[src/inc/port_b_regs.vh]
`ifndef PORT_B_REGS_VH
`define PORT_B_REGS_VH

// Port width and field positions.
`define PB_WIDTH        8
`define PB_ANALOG_LSB   0
`define PB_ANALOG_MSB   4
`define PB_ANALOG_W     5
`define PB_BIT_EXT_IRQ_2     2
`define PB_BIT_EXT_IRQ_3     3
`define PB_BIT_DBG_CLK  6
`define PB_BIT_DBG_DATA 7

// Reset values, strap choices and the PWM mask.
`define PB_DIR_RESET    8'hff
`define PB_LATCH_RESET  8'h00
`define PB_PWM_MASK     8'hf3
`define PB_ANALOG_ALL   5'h1f
`define PB_ANALOG_NONE  5'h00

`endif

[src/rtl/schmitt_sync.v]
`timescale 1ns/1ps
`default_nettype none

// Two-stage hysteresis model: the output changes only after two equal
// samples, standing in for a Schmitt-trigger input buffer.
module schmitt_sync (
    // Clock and reset.
    input  wire clk,
    input  wire rst,
    // Raw pin sample and filtered level.
    input  wire din,
    output wire dout
);

    reg stage_reg;
    reg level_reg;

    // The level follows only a stable sample, so a single-cycle glitch is dropped.
    always @(posedge clk) begin
        if (rst) begin
            stage_reg <= 1'b0;
            level_reg <= 1'b0;
        end else begin
            stage_reg <= din;
            if (stage_reg == din) begin
                level_reg <= din;
            end
        end
    end

    assign dout = level_reg;

endmodule

`default_nettype wire

[src/rtl/port_b_pin_function_mux.v]
// Summary of operation
// [RULE1] Output pin drives latch bit when direction 0.
// [RULE2] Input pin reads level; pull-up when enabled.
// [RULE3] Analog bits 0-4 block digital input, pull-up.
// [RULE4] PWM 0-5 to bits 0,1,4,5,6,7 outputs.
// [RULE5] Bits 2,3 feed interrupt and change inputs.
// [RULE6] Bits 2,3 carry timer1 and comparator signals.
// [RULE7] Bit 6 debug clock, bit 7 debug data.
// [RULE8] Power-on analog default follows configuration bit.
// [RULE9] Pull-ups off on outputs and after reset.
// [RULE10] Enabled peripheral output overrides latch bit.
`timescale 1ns/1ps
`default_nettype none
`include "port_b_regs.vh"

module port_b_pin_function_mux (
    // Clock and reset.
    input  wire       clk,
    input  wire       rst,
    // Software register writes.
    input  wire       direction_we,
    input  wire [7:0] direction_wdata,
    input  wire       latch_we,
    input  wire [7:0] latch_wdata,
    input  wire       pullup_we,
    input  wire       pullup_wdata_n,
    input  wire       analog_sel_we,
    input  wire [4:0] analog_sel_wdata,
    // Configuration strap.
    input  wire       analog_default_cfg,
    // Register read-back.
    output wire [7:0] direction_reg,
    output wire [7:0] output_latch,
    output wire [7:0] pin_read_reg,
    output wire       pullup_disable_n,
    output wire [4:0] analog_sel,
    // PWM alternate outputs.
    input  wire [5:0] pwm_out,
    input  wire [5:0] pwm_enable,
    // Timer1 oscillator.
    input  wire       timer1_osc_enable,
    input  wire       timer1_osc_out,
    output wire       timer1_clk_in,
    output wire       timer1_osc_in,
    // Comparator and interrupt feeds.
    output wire       comparator1_in,
    output wire       comparator2_in,
    output wire       ext_irq_2,
    output wire       ext_irq_3,
    output wire       change_in_2,
    output wire       change_in_3,
    // Debugger.
    input  wire       debug_enable,
    input  wire       debug_data_out,
    input  wire       debug_data_drive,
    output wire       debug_clock_pin,
    output wire       debug_data_pin,
    // Pads: oe_n low means the pad is driven.
    input  wire [7:0] pad_in,
    output wire [7:0] pad_out,
    output wire [7:0] pad_oe_n,
    output wire [7:0] pad_pullup_en,
    output wire [7:0] pad_analog_en
);

    // Software-visible state. The direction register resets to all inputs so
    // that only the oscillator on bit 2 and the debugger on bit 7 can drive a pad
    // before software has chosen a direction, and the analog selection resets
    // to none until the strap is caught.
    reg  [7:0] direction_reg_r;
    reg  [7:0] latch_reg;
    reg        pullup_n_reg;
    reg  [4:0] analog_reg;
    reg        por_done_reg;
    reg  [7:0] pin_read_q_reg;
    reg  [7:0] out_next;
    reg  [7:0] drive_next;
    wire [7:0] analog_mask;
    wire [7:0] in_enable;
    wire [7:0] pwm_map;
    wire [7:0] pwm_en_map;
    wire       st_bit2;
    wire       st_bit3;
    wire       st_bit6;

    // Registers; the strap is caught on the first clock after reset release.
    // The strap load takes priority over a software write to the analog
    // selection in that one cycle, so the power-on default always lands first.
    // Other registers accept writes from that same cycle on.
    always @(posedge clk) begin
        if (rst) begin
            direction_reg_r <= `PB_DIR_RESET;
            latch_reg       <= `PB_LATCH_RESET;
            pullup_n_reg    <= 1'b1; // RULE9
            analog_reg      <= `PB_ANALOG_NONE;
            por_done_reg    <= 1'b0;
        end else begin
            por_done_reg <= 1'b1;
            if (!por_done_reg) begin
                analog_reg <= analog_default_cfg ? `PB_ANALOG_ALL : `PB_ANALOG_NONE; // RULE8
            end else if (analog_sel_we) begin
                analog_reg <= analog_sel_wdata;
            end
            if (direction_we) begin
                direction_reg_r <= direction_wdata;
            end
            if (latch_we) begin
                latch_reg <= latch_wdata;
            end
            if (pullup_we) begin
                pullup_n_reg <= pullup_wdata_n;
            end
        end
    end

    // Only bits 0 to 4 have an analog option.
    // An analog pin loses its digital input path and its pull-up, while its
    // output driver is left to the direction bit and, on bit 2, the oscillator override.
    assign analog_mask = {3'b000, analog_reg}; // RULE3
    assign in_enable   = direction_reg_r & ~analog_mask; // RULE3

    // PWM channel placement on the port bits.
    // Bits 2 and 3 carry no PWM channel, so their enable slots are forced to
    // zero here and again by the mask.
    assign pwm_map    = {pwm_out[5], pwm_out[4], pwm_out[3], pwm_out[2],
                         2'b00, pwm_out[1], pwm_out[0]}; // RULE4
    assign pwm_en_map = {pwm_enable[5], pwm_enable[4], pwm_enable[3], pwm_enable[2],
                         2'b00, pwm_enable[1], pwm_enable[0]} & `PB_PWM_MASK; // RULE4

    // Output select: peripheral over latch; debugger data owns bit 7 when driving.
    // The latch is the default source; an enabled PWM channel replaces it bit
    // by bit. The oscillator then claims bit 2 and the debugger claims bits 6
    // and 7, so the order of the statements below sets the priority.
    always @* begin
        out_next   = latch_reg; // RULE1
        drive_next = ~direction_reg_r; // RULE1
        out_next   = (out_next & ~pwm_en_map) | (pwm_map & pwm_en_map); // RULE10
        if (timer1_osc_enable) begin
            out_next[`PB_BIT_EXT_IRQ_2]   = timer1_osc_out; // RULE6
            drive_next[`PB_BIT_EXT_IRQ_2] = 1'b1;
        end
        if (debug_enable) begin
            out_next[`PB_BIT_DBG_DATA]   = debug_data_out; // RULE7
            drive_next[`PB_BIT_DBG_DATA] = debug_data_drive;
            drive_next[`PB_BIT_DBG_CLK]  = 1'b0;
        end
    end

    // A PWM channel can only reach a pad whose direction bit is 0, since the
    // drive term starts from the inverted direction register. The debugger and
    // oscillator overrides are applied after that term, so they keep their
    // pads even when a PWM enable points at the same bit.
    assign pad_out  = out_next;
    assign pad_oe_n = ~drive_next; // RULE4

    // Pull-ups only on digital inputs with the global enable cleared.
    // Using the final drive term means a pad driven by the oscillator or by the
    // debugger data output loses its pull-up; the debug clock pad keeps its own.
    assign pad_pullup_en = {8{~pullup_n_reg}} & in_enable & ~drive_next; // RULE9
    assign pad_analog_en = analog_mask;

    // Pin read: disabled inputs read zero; registered to give a clean sample.
    // The one-cycle delay is the price of a glitch-free read-back; software
    // polling the port sees a pad change one clock late.
    always @(posedge clk) begin
        if (rst) begin
            pin_read_q_reg <= 8'h00;
        end else begin
            pin_read_q_reg <= pad_in & in_enable; // RULE2
        end
    end

    // Schmitt-trigger inputs for interrupt, timer clock and debug clock.
    // Each filtered path adds two cycles of latency, which limits the
    // fastest edge rate these feeds can follow to a few clocks per level.
    schmitt_sync u_st2 (
        .clk  (clk),
        .rst  (rst),
        .din  (pad_in[`PB_BIT_EXT_IRQ_2] & in_enable[`PB_BIT_EXT_IRQ_2]),
        .dout (st_bit2)
    );
    schmitt_sync u_st3 (
        .clk  (clk),
        .rst  (rst),
        .din  (pad_in[`PB_BIT_EXT_IRQ_3] & in_enable[`PB_BIT_EXT_IRQ_3]),
        .dout (st_bit3)
    );
    schmitt_sync u_st6 (
        .clk  (clk),
        .rst  (rst),
        .din  (pad_in[`PB_BIT_DBG_CLK]),
        .dout (st_bit6)
    );

    // Interrupt and change feeds require the pin to be an input.
    assign ext_irq_2   = st_bit2; // RULE5
    assign ext_irq_3   = st_bit3; // RULE5
    assign change_in_2 = pin_read_q_reg[`PB_BIT_EXT_IRQ_2]; // RULE5
    assign change_in_3 = pin_read_q_reg[`PB_BIT_EXT_IRQ_3]; // RULE5

    // Analog comparator and oscillator inputs are taken straight from the pad.
    // They bypass the digital gating on purpose: an analog pin must still reach
    // the comparator while its digital input path is switched off.
    assign comparator2_in = pad_in[`PB_BIT_EXT_IRQ_2]; // RULE6
    assign comparator1_in = pad_in[`PB_BIT_EXT_IRQ_3]; // RULE6
    assign timer1_osc_in  = pad_in[`PB_BIT_EXT_IRQ_3]; // RULE6
    assign timer1_clk_in  = st_bit2; // RULE6

    // Debugger sees its clock through hysteresis and the raw data pin.
    // Both feeds read zero while the debugger is off, so a stray edge on a
    // shared pin cannot reach it during normal use.
    assign debug_clock_pin = debug_enable & st_bit6; // RULE7
    assign debug_data_pin  = debug_enable & pad_in[`PB_BIT_DBG_DATA]; // RULE7

    // Register read-back to software. These are plain copies of the state, so
    // a read never disturbs anything.
    assign direction_reg    = direction_reg_r;
    assign output_latch     = latch_reg;
    assign pin_read_reg     = pin_read_q_reg;
    assign pullup_disable_n = pullup_n_reg;
    assign analog_sel       = analog_reg;

endmodule

`default_nettype wire

[config.mk]
export PLATFORM = sky130hd
export DESIGN_NAME = port_b_pin_function_mux
export DESIGN_NICKNAME = d
export VERILOG_FILES = /design/src/rtl/schmitt_sync.v /design/src/rtl/port_b_pin_function_mux.v
export VERILOG_INCLUDE_DIRS = /design/src /design/src/inc
export SDC_FILE = /design/constraint.sdc
export NUM_CORES = 1
export LEC_CHECK = 0
export BUFFER_PORTS_ARGS = -buffer_cell sky130_fd_sc_hd__buf_2
export CORE_ASPECT_RATIO = 1.25
export CORE_MARGIN = 2
export CORE_UTILIZATION = 35
export CTS_CLUSTER_SIZE = 10
export DETAILED_ROUTE_END_ITERATION = 8
export GPL_TIMING_DRIVEN = 1
export PLACE_DENSITY = 0.76
export SETUP_SLACK_MARGIN = 0.4
export SLEW_MARGIN = 40
export SYNTH_ARGS = -nofsm -noshare
export SYNTH_HDL_FRONTEND = slang
export SYNTH_SLANG_ARGS = --single-unit
[constraint.sdc]
create_clock -name clk -period 0.8 [get_ports clk]
set_clock_uncertainty 0.05 [all_clocks]
set_input_delay 0.08 -clock clk [delete_from_list [all_inputs] [get_ports clk]]
set_output_delay 0.08 -clock clk [all_outputs]
set_load 0.1 [all_outputs]
Yosys cells after proc, flatten, opt, wreduce, memory -nomap -nowiden:

Index checks and enable logic that the tools add are counted.

* register bits: 37
* bits of input ports: 54
* output and inout bits: 72
* logic and storage cells: 40

* equal/unequal tests: 4
* multiplexer cells: 8
* bitwise gates (word level): 16

Operators with widths (number)
* 8-bit AND: 6
* 8-bit NOT: 3
* 5-bit 2-to-1 mux: 3
* 5-bit NOT with 8-bit output: 1
* 8-bit OR: 1
* 1-bit AND: 4
* 1-bit 2-to-1 mux: 4
* 1-bit equality test: 3
* 2-bit 2-to-1 mux: 1
* 2-bit != test, second input constant: 1
* 1-bit NOT: 1

Depth between registers and ports, before layout:

Gate-level depths: netlist of run 1.

* depth after elaboration: 4
* gate-level depth with buffers: 3
* gate-level depth less buffers: 2

Hierarchy:

Synthesis of run 1 repeated with hierarchy kept, for this count alone.

* cells, all modules: 156
* area total of the unflattened synthesis: 1624.1 um^2

By module, submodules not included
* port_b_pin_function_mux: times used 1, cells an instance 138, area each 1443.9 um^2, seq. area each 620.6 um^2
* schmitt_sync: times used 3, cells an instance 6, area each 60.1 um^2, seq. area each 40.0 um^2

Worst setup path before layout of run 1:

OpenSTA, ideal clock, no wires.

* path kind: flip-flop to output port
* from: register direction_reg_r[7], in the netlist direction_reg[7]
* to: output port pad_pullup_en[7]
* data arrival time: 3.341 ns
* data required time: 0.670 ns
* slack: -2.671 ns
* cell stages (with the launch flop): 3
* path buffers: 0
* cell sequence: dfxtp_1 inv_1 a211oi_1

* word-level cells in the longest chain between the ends: 4
* elaborated cells between the ends (all ways): 6
* classes of those cells: 1 x mux; 5 x bitwise

RTL lines
* start: declaration: RTL line port_b_pin_function_mux.v:70 `reg [7:0] direction_reg_r;`
* start signal: assignment: RTL line port_b_pin_function_mux.v:92 `` direction_reg_r <= `PB_DIR_RESET; ``
* start signal: assignment: RTL line port_b_pin_function_mux.v:105 `direction_reg_r <= direction_wdata;`
* 8-bit NOT: RTL line port_b_pin_function_mux.v:136 `drive_next = ~direction_reg_r;`
* 2-bit 2-to-1 mux: RTL line port_b_pin_function_mux.v:142 `if (debug_enable) begin`
* 8-bit NOT: RTL line port_b_pin_function_mux.v:159 `assign pad_pullup_en = {8{~pullup_n_reg}} & in_enable & ~drive_next;`
* 8-bit AND *: RTL line port_b_pin_function_mux.v:159
* end: declaration: RTL line port_b_pin_function_mux.v:62 `output wire [7:0] pad_pullup_en,`

Every way passes the cells marked *; elsewhere a longest branch is shown, timed or not.

Worst setup path in the final report of run 1:

* from: register pullup_n_reg, in the netlist pullup_disable_n
* to: output port pad_pullup_en[6]

* word-level cells in the longest chain between the ends: 3

RTL lines
* start: declaration: RTL line port_b_pin_function_mux.v:72 `reg pullup_n_reg;`
* start signal: assignment: RTL line port_b_pin_function_mux.v:111 `pullup_n_reg <= pullup_wdata_n;`
* 1-bit NOT: RTL line port_b_pin_function_mux.v:159
* 8-bit AND (2 in a row): RTL line port_b_pin_function_mux.v:159

No other way between the ends.

==> out/qor.csv, run 1 <==
metric;value;unit
outcome;finished, violations left;
failing checks;hold timing, setup timing;
area share of and/or/nand/nor cells after synthesis;16.32;%
Via Count;1913;
Tmin final;1.405;ns
I/O pins;126;
final period utilization;175.6;%
top-count cell post-synth;dfxtp_1;
Core Util, Final;94.95;%
CTS clk-pin slew, worst paths;0.07;ns
Synth cell types;27;
pre-CTS WS;-0.2551;ns
RSZ-0062 raised after global routing;true;
DP Wirelength;4652;um
Nets;361;
initial antenna violation count;0;
CP Launch Type;flip-flop;
clock sinks;35;
area grow syn2layout;165.8;%
clock root cell;clkbuf_8;
largest net degree at the start of global routing;13;
placed cells;337;
Die X;63.65;um
worst hold path type;primary input to flip-flop;
maximum vdd drop;0.001575;V
Crit path arrival time;1.28;ns
Synth Area in Adders;0;%
# fillers;89;
Max Cap Viol;0;
Die H;78.56;um
Synth area leaders;dfxtp_1 45%, mux2i_1 14%, buf_4 11%;
CTS buffer count;5;
sequential share of the synthesized area;45.02;%
TritonCTS clock tree;yes;
total grt overflow;0;
Finish-stage setup viols;91;
Yosys Warn Count;0;
IO Port Bufs;122;
main combinational cell family by area after synthesis;multiplexers;
Fmax;711.7;MHz
Worst setup EP type;output port;
CP startpoint;pullup_disable_n;
Final Hold Viols;5;
Syn Inst Count;153;
first-pass GRT wire length;11760;um
post-synthesis compound-gate area fraction;6.833;%
# rows;27;
main flop type after synthesis;dfxtp_1;
vias in the first global route;2123;
Routability Congestion;0.7746;
Vias/cell;5.227;
leading area contributor after synthesis;dfxtp_1;
initial core utilization;35.72;%
P_leak;1.862;nW
count of pins over their slew limit;0;
crit path kind;flip-flop to output port;
flip-flop and latch count after synthesis;35;
total core area;4358;sq um
DR WL/cell;25.98;um
share of layout cells above drive strength 1;83.12;%
drt first pass iters;4;
DP Area;3538;sq um
final instance area;4138;sq um
htree depth;2;
xor-xnor portion of the synthesized cell area;0;%
clock latency on the worst-skew pair;0.29;ns
post-synthesis mux area share;18.49;%
Post-synth EDFFs;0;
DRC;0;
Hold Slack;-0.01344;ns
iteration-0 DRC count of the detailed router;87;
worst hold start;direction_wdata[4];
global-route usage over all layers;32.20;%
final setup margin;-0.6052;ns
Cell Area, Synth;1556;sq um
top post-synthesis cells by count;35 x dfxtp_1, 22 x buf_4, 22 x mux2i_1;
Worst Path Max Fanout;9;
PD cells;1673;nW/um^2
Antenna diodes;0;
share of the synthesized area in the top cell type;45.02;%
Total Routed Length;9509;um
clock buffer depth;2;
Req. time, crit path;0.67;ns
Final ANT Viol Nets;0;
die area;5000;sq um
Async S/R FF share, synth;0;%
reg2reg start;output_latch[6];
Post-Synthesis Mean Instance Area;10.17;sq um
Non-Filler Instances;366;
-- worst max-delay path, stage by stage (launching register included) --
cell	delay, ns
dfxtp_4	0.42
buf_4	0.18
nor2b_4	0.18
buf_12	0.20
-- cells in the final DEF (no fill, tap or decap), types with 3 or more instances in the layout --
| cell type | instances |
|---|---|
| a21oi_2 | 4 |
| and2_4 | 3 |
| and4bb_2 | 3 |
| buf_12 | 73 |
| buf_2 | 50 |
| buf_4 | 12 |
| buf_6 | 35 |
| clkbuf_1 | 3 |
| clkbuf_8 | 5 |
| conb_1 | 3 |
| dfxtp_4 | 33 |
| mux2_4 | 6 |
| mux2i_1 | 13 |
| mux2i_2 | 4 |
| mux2i_4 | 5 |
| nand2_1 | 13 |
| nor2_1 | 10 |
| nor2b_4 | 3 |
| nor3b_4 | 4 |
-- path summary, 6_finish.rpt --
check | cells after the start | end | slack (ns)
setup reg to reg | 4 | output_latch[6] | -0.34
setup / recovery | 3 | pad_pullup_en[6] | -0.61
hold / removal | 3 | direction_reg[4] | -0.01
hold reg to reg | 1 | analog_sel[0] | 0.44
-- cell type report --
cell class	instances	area, sq um	share of cell area (%)
well taps	58	72.57	1.754
inverters	2	10.01	0.2419
flip-flops and latches	35	825.8	19.96
clock buffers	8	80.08	1.935
repair buffers	172	2226	53.79
multi-input cells	91	923.4	22.32
-- logic make-up after synthesis --
kind of cell / count (synthesis)
and+or+nand+nor: 44
DFF: 35
buffers and inverters: 29
muxes: 28
AOI/OAI and AO/OA: 16
other: 1
-- routing by layer --
layer | routed length [um] | vias to the layer above | part of all wire (%) | GRT usage, %
met5 | 0 | - | 0 | 0
met2 | 5134 | 154 | 54 | 60.74
met4 | 516 | 0 | 5.4 | 21.30
met3 | 767 | 37 | 8.1 | 11.60
met1 | 3091 | 918 | 33 | 27.86
li1 | - | 804 | - | -
-- per-stage QoR --
| stage | TNS (ns) | power, mW |
|---|---|---|
| after floorplan | -12.79 | 4.160 |
| after global placement | -3.789 | 5.134 |
| after detailed placement | -4.545 | 5.192 |
| after CTS | -21.68 | 6.629 |
| after global routing | -27.04 | 7.058 |
| final | -25.57 | 6.923 |
-- timing repair --
| action | 4_1_cts | 5_1_grt |
|---|---|---|
| hold endpoints to repair | 13 | 6 |
| pin swaps | 8 | 10 |
| setup endpoints to repair | 102 | 102 |
| buffers inserted | 11 | 10 |
| gates resized for setup | 62 | 29 |
-- power breakdown --
part	leakage [nW]	internal, mW	switching, mW
sequential	0.306	1.81	0.163
combinational	1.52	1.43	2.26
clock	0.0395	0.619	0.641
total	1.86	3.86	3.07
No activity file was read; power rests on OpenSTA's default activity.
==> run 2, diff against run 1 <==
--- a/config.mk
+++ b/config.mk
@@ -9,11 +9,11 @@
 export BUFFER_PORTS_ARGS = -buffer_cell sky130_fd_sc_hd__buf_2
 export CORE_ASPECT_RATIO = 1.25
 export CORE_MARGIN = 2
-export CORE_UTILIZATION = 35
+export CORE_UTILIZATION = 39
 export CTS_CLUSTER_SIZE = 10
 export DETAILED_ROUTE_END_ITERATION = 8
 export GPL_TIMING_DRIVEN = 1
-export PLACE_DENSITY = 0.76
+export PLACE_DENSITY = 0.8
 export SETUP_SLACK_MARGIN = 0.4
 export SLEW_MARGIN = 40
 export SYNTH_ARGS = -nofsm -noshare
==> constraint.sdc (replaced) <==
create_clock -name clk -period 1.3 [get_ports clk]
set_clock_uncertainty 0.05 [all_clocks]
set_input_delay 0.13 -clock clk [delete_from_list [all_inputs] [get_ports clk]]
set_output_delay 0.13 -clock clk [all_outputs]
set_load 0.1 [all_outputs]
==> run 2 against run 1 <==
The flow now stops in global routing. Synthesized cell count unchanged. Area after synthesis unchanged.
==> out/qor.csv, run 2 <==
metric;value;unit;change
DP Wirelength;3386;um;-27%
Hold Buf Count CTS;0;;
CTS buffer count;5;;unchanged
post-GRT worst EP;pad_pullup_en[1];;
flip-flop and latch count after synthesis;35;;unchanged
Yosys Warn Count;0;;unchanged
I/O pins;126;;unchanged
sequential share of the synthesized area;45.02;%;unchanged
DP Area;2591;sq um;-27%
largest net degree at the start of global routing;16;;
Worst End Pin Type;output port;;
clock sinks;35;;unchanged
clock buffer depth;2;;unchanged
clock root cell;clkbuf_8;;
Routability Congestion;0.7397;;-4.5%
Post-Synthesis Mean Instance Area;10.17;sq um;unchanged
Syn Inst Count;153;;unchanged
main flop type after synthesis;dfxtp_1;;
Async S/R FF share, synth;0;%;unchanged
initial core utilization;40.79;%;+5.1 points
top post-synthesis cells by count;35 x dfxtp_1, 22 x buf_4, 22 x mux2i_1;;
# rows;25;;-7.4%
placed cells;305;;-9.5%
Die X;60.51;um;-4.9%
Cell Area, Synth;1556;sq um;unchanged
share of the synthesized area in the top cell type;45.02;%;unchanged
Synth cell types;27;;unchanged
First Err;[ERROR DPL-0033] detailed placement checks failed during check placement.;;
Die H;74.63;um;-5.0%
IO Port Bufs;122;;unchanged
Post-synth EDFFs;0;;unchanged
leading area contributor after synthesis;dfxtp_1;;
top-count cell post-synth;dfxtp_1;;
Stop stage;global routing;;
initial antenna violation count;1;;
outcome;aborted with a tool error;;
Synth area leaders;dfxtp_1 45%, mux2i_1 14%, buf_4 11%;;
htree depth;2;;unchanged
run 2: through the flow:
step           setup TNS (ns)  worst slack (ns)  hold slack (ns)  utilization, %
3_5_place_dp                0            0.1898           0.3000           67.90
3_3_place_gp                0            0.2069           0.2920           67.90
2_1_floorplan          -2.467           -0.5602           0.1995               -
4_1_cts               -0.5567          -0.09473          0.01058           92.30
run 2: cell families after synthesis:
kind of cell           count (synthesis)  synth area share (%)
AND/OR/NAND/NOR                       44                 16.32
flip-flops                            35                 45.02
buffers and inverters                 29                 13.10
multiplexers                          28                 18.49
AO/OA/AOI/OAI                         16                 6.833
other                                  1                0.2409
run 2: timing repair:
item / CTS
endpoints found under the setup margin: 66
resized for setup: 197
pin swaps: 2
setup buffers: 11
==> run 3, diff against run 2 <==
--- a/config.mk
+++ b/config.mk
@@ -7,14 +7,11 @@
 export NUM_CORES = 1
 export LEC_CHECK = 0
 export BUFFER_PORTS_ARGS = -buffer_cell sky130_fd_sc_hd__buf_2
-export CORE_ASPECT_RATIO = 1.25
 export CORE_MARGIN = 2
-export CORE_UTILIZATION = 39
-export CTS_CLUSTER_SIZE = 10
+export CORE_UTILIZATION = 25
 export DETAILED_ROUTE_END_ITERATION = 8
 export GPL_TIMING_DRIVEN = 1
-export PLACE_DENSITY = 0.8
-export SETUP_SLACK_MARGIN = 0.4
+export PLACE_DENSITY_LB_ADDON = 0.15
 export SLEW_MARGIN = 40
 export SYNTH_ARGS = -nofsm -noshare
 export SYNTH_HDL_FRONTEND = slang
==> run 3 against run 2 <==
The flow now finishes, with violations (setup timing).
==> out/qor.csv, run 3 (synthesis results as in run 1) <==
metric;value;unit;change
outcome;finished, violations left;;
failing checks;setup timing;;
initial core utilization;26.13;%;-15 points
Crit path arrival time;1.23;ns;
Worst path slowest cell;dfxtp_4;;
PD cells;1267;nW/um^2;
most common cell after layout, fill and taps aside;buf_2;;
most frequent cells in the layout;88 x buf_2, 31 x buf_12, 21 x mux2i_1, 17 x dfxtp_2, 13 x nand2_1;;
initial antenna violation count;0;;
Nets;324;;
CP peak stage delay;0.39;ns;
RSZ-0062 raised after global routing;true;;
Finish-stage setup viols;8;;
global-route usage over all layers;13.01;%;
total negative slack;-0.8115;ns;
reg2reg start;analog_sel[2];;
area grow syn2layout;91.64;%;
DR WL/cell;13.15;um;
CP Launch Type;flip-flop;;
Req. time, crit path;1.12;ns;
DRC;0;;
worst hold start;direction_wdata[4];;
largest net degree at the start of global routing;13;;
Non-Filler Instances;346;;
critical path buffer and inverter count;2;;
first-pass GRT wire length;7120;um;
iteration-0 DRC count of the detailed router;20;;
TritonCTS clock tree;yes;;
Die H;82.91;um;+11%
Worst setup EP type;output port;;
Fmax;707.8;MHz;
RR Endpoint;u_st2.dout;;
worst hold path type;primary input to flip-flop;;
Max Cap Viol;0;;
share of layout cells above drive strength 1;70.85;%;
Worst R2R Setup Slack;0.36;ns;
clock buffer depth;2;;unchanged
clock root cell;clkbuf_8;;
I/O pins;126;;unchanged
clock sinks;35;;unchanged
die area;6873;sq um;
CTS clk-pin slew, worst paths;0.06;ns;
htree depth;2;;unchanged
count of pins over their slew limit;0;;
placed cells;327;;+7.2%
Die X;82.91;um;+37%
Worst Path Max Fanout;6;;
vias in the first global route;1420;;
crit path kind;flip-flop to output port;;
Total Routed Length;4551;um;
Final ANT Viol Nets;0;;
maximum vdd drop;0.0005357;V;
Hold EP;direction_reg[4];;
CP startpoint;pullup_disable_n;;
Routability Congestion;0.6499;;-12%
Vias/cell;4.260;;
P_leak;1.445;nW;
Largest delay share family, worst path;flip-flops;;
Final Hold Viols;0;;
DP Wirelength;3587;um;+5.9%
Via Count;1474;;
total core area;5956;sq um;
# fillers;574;;
# rows;28;;+12%
clock latency on the worst-skew pair;0.29;ns;
Tmin final;1.413;ns;
IO Port Bufs;122;;unchanged
CP cell instances;buf_4 > a211oi_4 > buf_12;;
CTS buffer count;5;;unchanged
drt first pass iters;3;;
Min-Delay Path Depth;3;;
Worst R2R Path Depth;3;;
Power, Total;3.781;mW;
final period utilization;108.7;%;
final setup margin;-0.1128;ns;
total grt overflow;0;;
Antenna diodes;0;;
run 3: power by group:
part           internal, mW  switching, mW  leakage [nW]  total [mW]
clock network         0.483          0.382        0.0515       0.865
logic                 0.498           1.20          1.10        1.70
registers              1.14         0.0771         0.296        1.22
run 3: metal layers:
layer / track usage (%) / routed length [um] / vias up / share of wire [%]
met2: 23.02 / 2416 / 57 / 53
li1: - / - / 725 / -
met4: 6.259 / 85 / 0 / 1.9
met1: 14.40 / 1778 / 685 / 39
met5: 0 / 0 / - / 0
met3: 3.380 / 270 / 7 / 5.9
run 3: layout make-up:
cell class / instances / area (sq um) / share of cell area (%)
Inverter: 2 / 10.01 / 0.3356
Sequential cell: 35 / 755.7 / 25.34
Tap cell: 75 / 93.84 / 3.146
Multi-Input combinational cell: 91 / 815.8 / 27.35
Timing Repair Buffer: 135 / 1207 / 40.48
Clock buffer: 8 / 100.1 / 3.356
run 3: per-stage QoR:
stage	setup WS [ns]	util, %	cell area (sq um)	hold WS [ns]
after detailed placement	0.1757	46.11	2746	0.3000
after floorplan	-0.5602	-	1788	0.2074
after global placement	0.1982	46.11	2746	0.2941
final	-0.1128	50.08	2983	0.009711
after global routing	-0.1508	50.08	2983	0.01549
after CTS	-0.1186	48.91	2913	0.0001766
run 3: worst reg2reg max path, delay by kind of cell (launching register included):
kind                   cells  cell delay (ns)
and+or+nand+nor            1             0.19
AOI/OAI and AO/OA          1             0.13
DFF                        1             0.34
buffers and inverters      1             0.16
run 3: worst max-delay path by stage:
stage          slack, ns                to  depth (start not counted)
2_1_floorplan      -0.56  pad_pullup_en[2]                          2
3_3_place_gp        0.20  pad_pullup_en[2]                          2
3_5_place_dp        0.18  pad_pullup_en[2]                          2
4_1_cts            -0.12  pad_pullup_en[2]                          2
5_1_grt            -0.15  pad_pullup_en[2]                          2
6_report           -0.11  pad_pullup_en[7]                          3
run 3: repair_timing:
| action | in CTS | in global routing |
|---|---|---|
| hold buffers | 3 | 0 |
| cloned | 0 | 0 |
| setup buffers | 3 | 5 |
| hold endpoints to repair | 3 | 0 |
| endpoints found under the setup margin | 9 | 11 |
| pin swaps | 0 | 1 |
| gates resized for setup | 6 | 8 |
==> run 4, diff against run 3 <==
--- a/config.mk
+++ b/config.mk
@@ -7,12 +7,14 @@
 export NUM_CORES = 1
 export LEC_CHECK = 0
 export BUFFER_PORTS_ARGS = -buffer_cell sky130_fd_sc_hd__buf_2
+export CELL_PAD_IN_SITES_DETAIL_PLACEMENT = 2
+export CELL_PAD_IN_SITES_GLOBAL_PLACEMENT = 2
 export CORE_MARGIN = 2
-export CORE_UTILIZATION = 25
+export CORE_UTILIZATION = 20
 export DETAILED_ROUTE_END_ITERATION = 8
 export GPL_TIMING_DRIVEN = 1
 export PLACE_DENSITY_LB_ADDON = 0.15
-export SLEW_MARGIN = 40
+export SLEW_MARGIN = 25
 export SYNTH_ARGS = -nofsm -noshare
 export SYNTH_HDL_FRONTEND = slang
 export SYNTH_SLANG_ARGS = --single-unit
==> run 4 against run 3 <==
The run still ends with setup timing left. Sequential power is essentially flat. Final area shrank 0.84%. Power fell by 3.4%. Final cell count grew 5.8%. Flip-flop and latch count unchanged. Global-route usage decreased by 0.19 points. Routed wire length grew 18%. Largest power group unchanged. Utilization decreased by 11 points. Combinational power about the same. Critical endpoint unchanged.
==> out/qor.csv, run 4 (synthesis results as in run 1) <==
metric;value;unit;change
Via Count;1497;;+1.6%
sequential power share;33.4;%;+1.3 points
# rows;32;;+14%
P_leak;1.416;nW;-2.0%
M2 GR Usage;22.73;%;-0.29 points
CP peak stage delay;0.41;ns;+0.02 ns
initial core utilization;20.35;%;-5.8 points
Core Util, Final;38.68;%;-11 points
vias in the first global route;1618;;+14%
iteration-0 DRC count of the detailed router;26;;+30%
clock latency on the worst-skew pair;0.27;ns;-0.02 ns
DR WL/cell;14.65;um;+11%
Non-Filler Instances;366;;+5.8%
first-pass GRT wire length;8535;um;+20%
worst setup path end;pad_pullup_en[7];;
Pint;2.001;mW;-5.6%
CTS buffer count;5;;unchanged
total grt overflow;0;;unchanged
Total Routed Length;5363;um;+18%
Crit path arrival time;1.25;ns;+0.02 ns
reg2reg start;analog_sel[2];;
final period utilization;109.9;%;+1.2 points
clock buffer depth;2;;unchanged
crit-path most repeated cell;buf_12;;
Sw Ratio;45.22;%;+1.3 points
Die H;92.22;um;+11%
DP Wirelength;4408;um;+23%
final setup margin;-0.1288;ns;-0.01605 ns
RSZ-0062 raised after global routing;true;;
crit path kind;flip-flop to output port;;
DRC;0;;unchanged
CP startpoint;pullup_disable_n;;
most frequent cells in the layout;89 x buf_2, 34 x buf_12, 21 x mux2i_1, 17 x dfxtp_2, 13 x nand2_1;;
worst hold path type;primary input to flip-flop;;
count of pins over their slew limit;0;;unchanged
DP Area;2825;sq um;+2.9%
critical path buffer and inverter count;2;;unchanged
GR Layer Usage met1;15.01;%;+0.61 points
Final ANT Viol Nets;0;;unchanged
largest net degree at the start of global routing;16;;+3
IO Port Bufs;122;;unchanged
Hold Buf Count CTS;0;;-3
most common cell after layout, fill and taps aside;buf_2;;
failing checks;setup timing;;
Max Cap Viol;0;;unchanged
Antenna diodes;0;;unchanged
Critical Path Stages;3;;unchanged
Fmax;699.9;MHz;-1.1%
outcome;finished, violations left;;
total core area;7647;sq um;+28%
Worst R2R Setup Slack;0.35;ns;about the same
Logic pwr share;46.7;%;+1.7 points
initial antenna violation count;0;;unchanged
drt first pass iters;4;;+1
GR Util met3;4.355;%;+0.98 points
maximum vdd drop;0.0005543;V;+3.5%
htree depth;2;;unchanged
Psw;1.652;mW;-0.55%
CTS clk-pin slew, worst paths;0.07;ns;about the same
clock share of power;20.0;%;-2.9 points
Nets;318;;-1.9%
share of layout cells above drive strength 1;70.45;%;-0.39 points
die area;8505;sq um;+24%
PD cells;1235;nW/um^2;-2.5%
busiest metal layer after global routing;met2;;
Vias/cell;4.090;;-4.0%
Die X;92.22;um;+11%
clock root cell;clkbuf_8;;
CP cell instances;buf_12 > a211oi_4 > buf_12;;
final instance area;2958;sq um;-0.84%
TritonCTS clock tree;yes;;
Tmin final;1.429;ns;+0.01605 ns
placed cells;356;;+8.9%
area grow syn2layout;90.03;%;
clock sinks;35;;unchanged
global-route usage over all layers;12.82;%;-0.19 points
Worst setup EP type;output port;;
Final Hold Viols;0;;unchanged
I/O pins;126;;unchanged
Routability Congestion;0.6245;;-3.9%
Largest delay share family, worst path;flip-flops;;
CP Launch Type;flip-flop;;
Req. time, crit path;1.12;ns;about the same
Worst Path Max Fanout;6;;unchanged
RR Endpoint;u_st2.dout;;
Finish-stage setup viols;6;;-2
Worst R2R Path Depth;3;;unchanged
Worst path slowest cell;dfxtp_4;;
## run 4: cell types whose count changed in the layout (fill, tap and decap cells not counted), sizes merged
cell / previous run / this run
clkbuf: 10 / 7
dlygate4sd3: 3 / 0
buf: 130 / 129
## run 4: worst min-delay path by stage
stage	start	to	slack, ns	depth (start not counted)
3_3_place_gp	direction_wdata[3]	direction_reg[3]	0.29	3
5_1_grt	pullup_wdata_n	pullup_disable_n	0.01	3
2_1_floorplan	pullup_wdata_n	pullup_disable_n	0.21	2
4_1_cts	direction_wdata[5]	direction_reg[5]	0.008	3
6_report	direction_wdata[5]	direction_reg[5]	0.02	3
3_5_place_dp	direction_wdata[5]	direction_reg[5]	0.30	3
## run 4: layer usage
| metal | up-vias | wire length (um) | share of wire, % |
|---|---|---|---|
| li1 | 714 | - | - |
| met1 | 713 | 2209 | 41 |
| met2 | 68 | 2740 | 51 |
| met3 | 2 | 388 | 7.2 |
| met4 | 0 | 24 | 0.45 |
| met5 | - | 0 | 0 |
## run 4: area by class of cell
| cell class | instances | area [sq um] |
|---|---|---|
| fill | 841 | 4690 |
| tap | 102 | 127.6 |
| timing repair buffer | 129 | 1175 |
| multi-input combinational | 91 | 815.8 |
| sequential | 35 | 755.7 |
| clock buffer | 7 | 76.32 |
| inverter | 2 | 7.507 |
## run 4: worst register-to-register path: stages, from the launching register on
cell and delay [ns]:
dfxtp_2 0.34, buf_4 0.16, nand3b_1 0.19, o22ai_1 0.13
## run 4: repair_timing
action,CTS,global route
setup endpoints to repair,8,10
pin swaps,1,1
setup buffers,3,0
endpoints found under the hold margin,0,0
resized for setup,2,1
## run 4: power groups by stage
stage	sequential (mW)	clock (mW)	combinational [mW]
floorplan	1.65	0	0.833
detailed placement	1.25	0	1.69
CTS	1.22	0.776	1.72
global placement	1.25	0	1.67
finish	1.22	0.730	1.71
global route	1.23	0.829	1.76
## run 4: stage by stage
stage / hold slack (ns) / TNS (ns) / power (mW) / worst slack [ns]
floorplan: 0.2074 / -2.654 / 2.484 / -0.5602
global placement: 0.2937 / 0 / 2.924 / 0.1837
detailed placement: 0.3037 / 0 / 2.939 / 0.1415
CTS: 0.008116 / -0.7334 / 3.716 / -0.1594
global route: 0.01352 / -0.9139 / 3.818 / -0.1771
finish: 0.01990 / -0.4939 / 3.653 / -0.1288
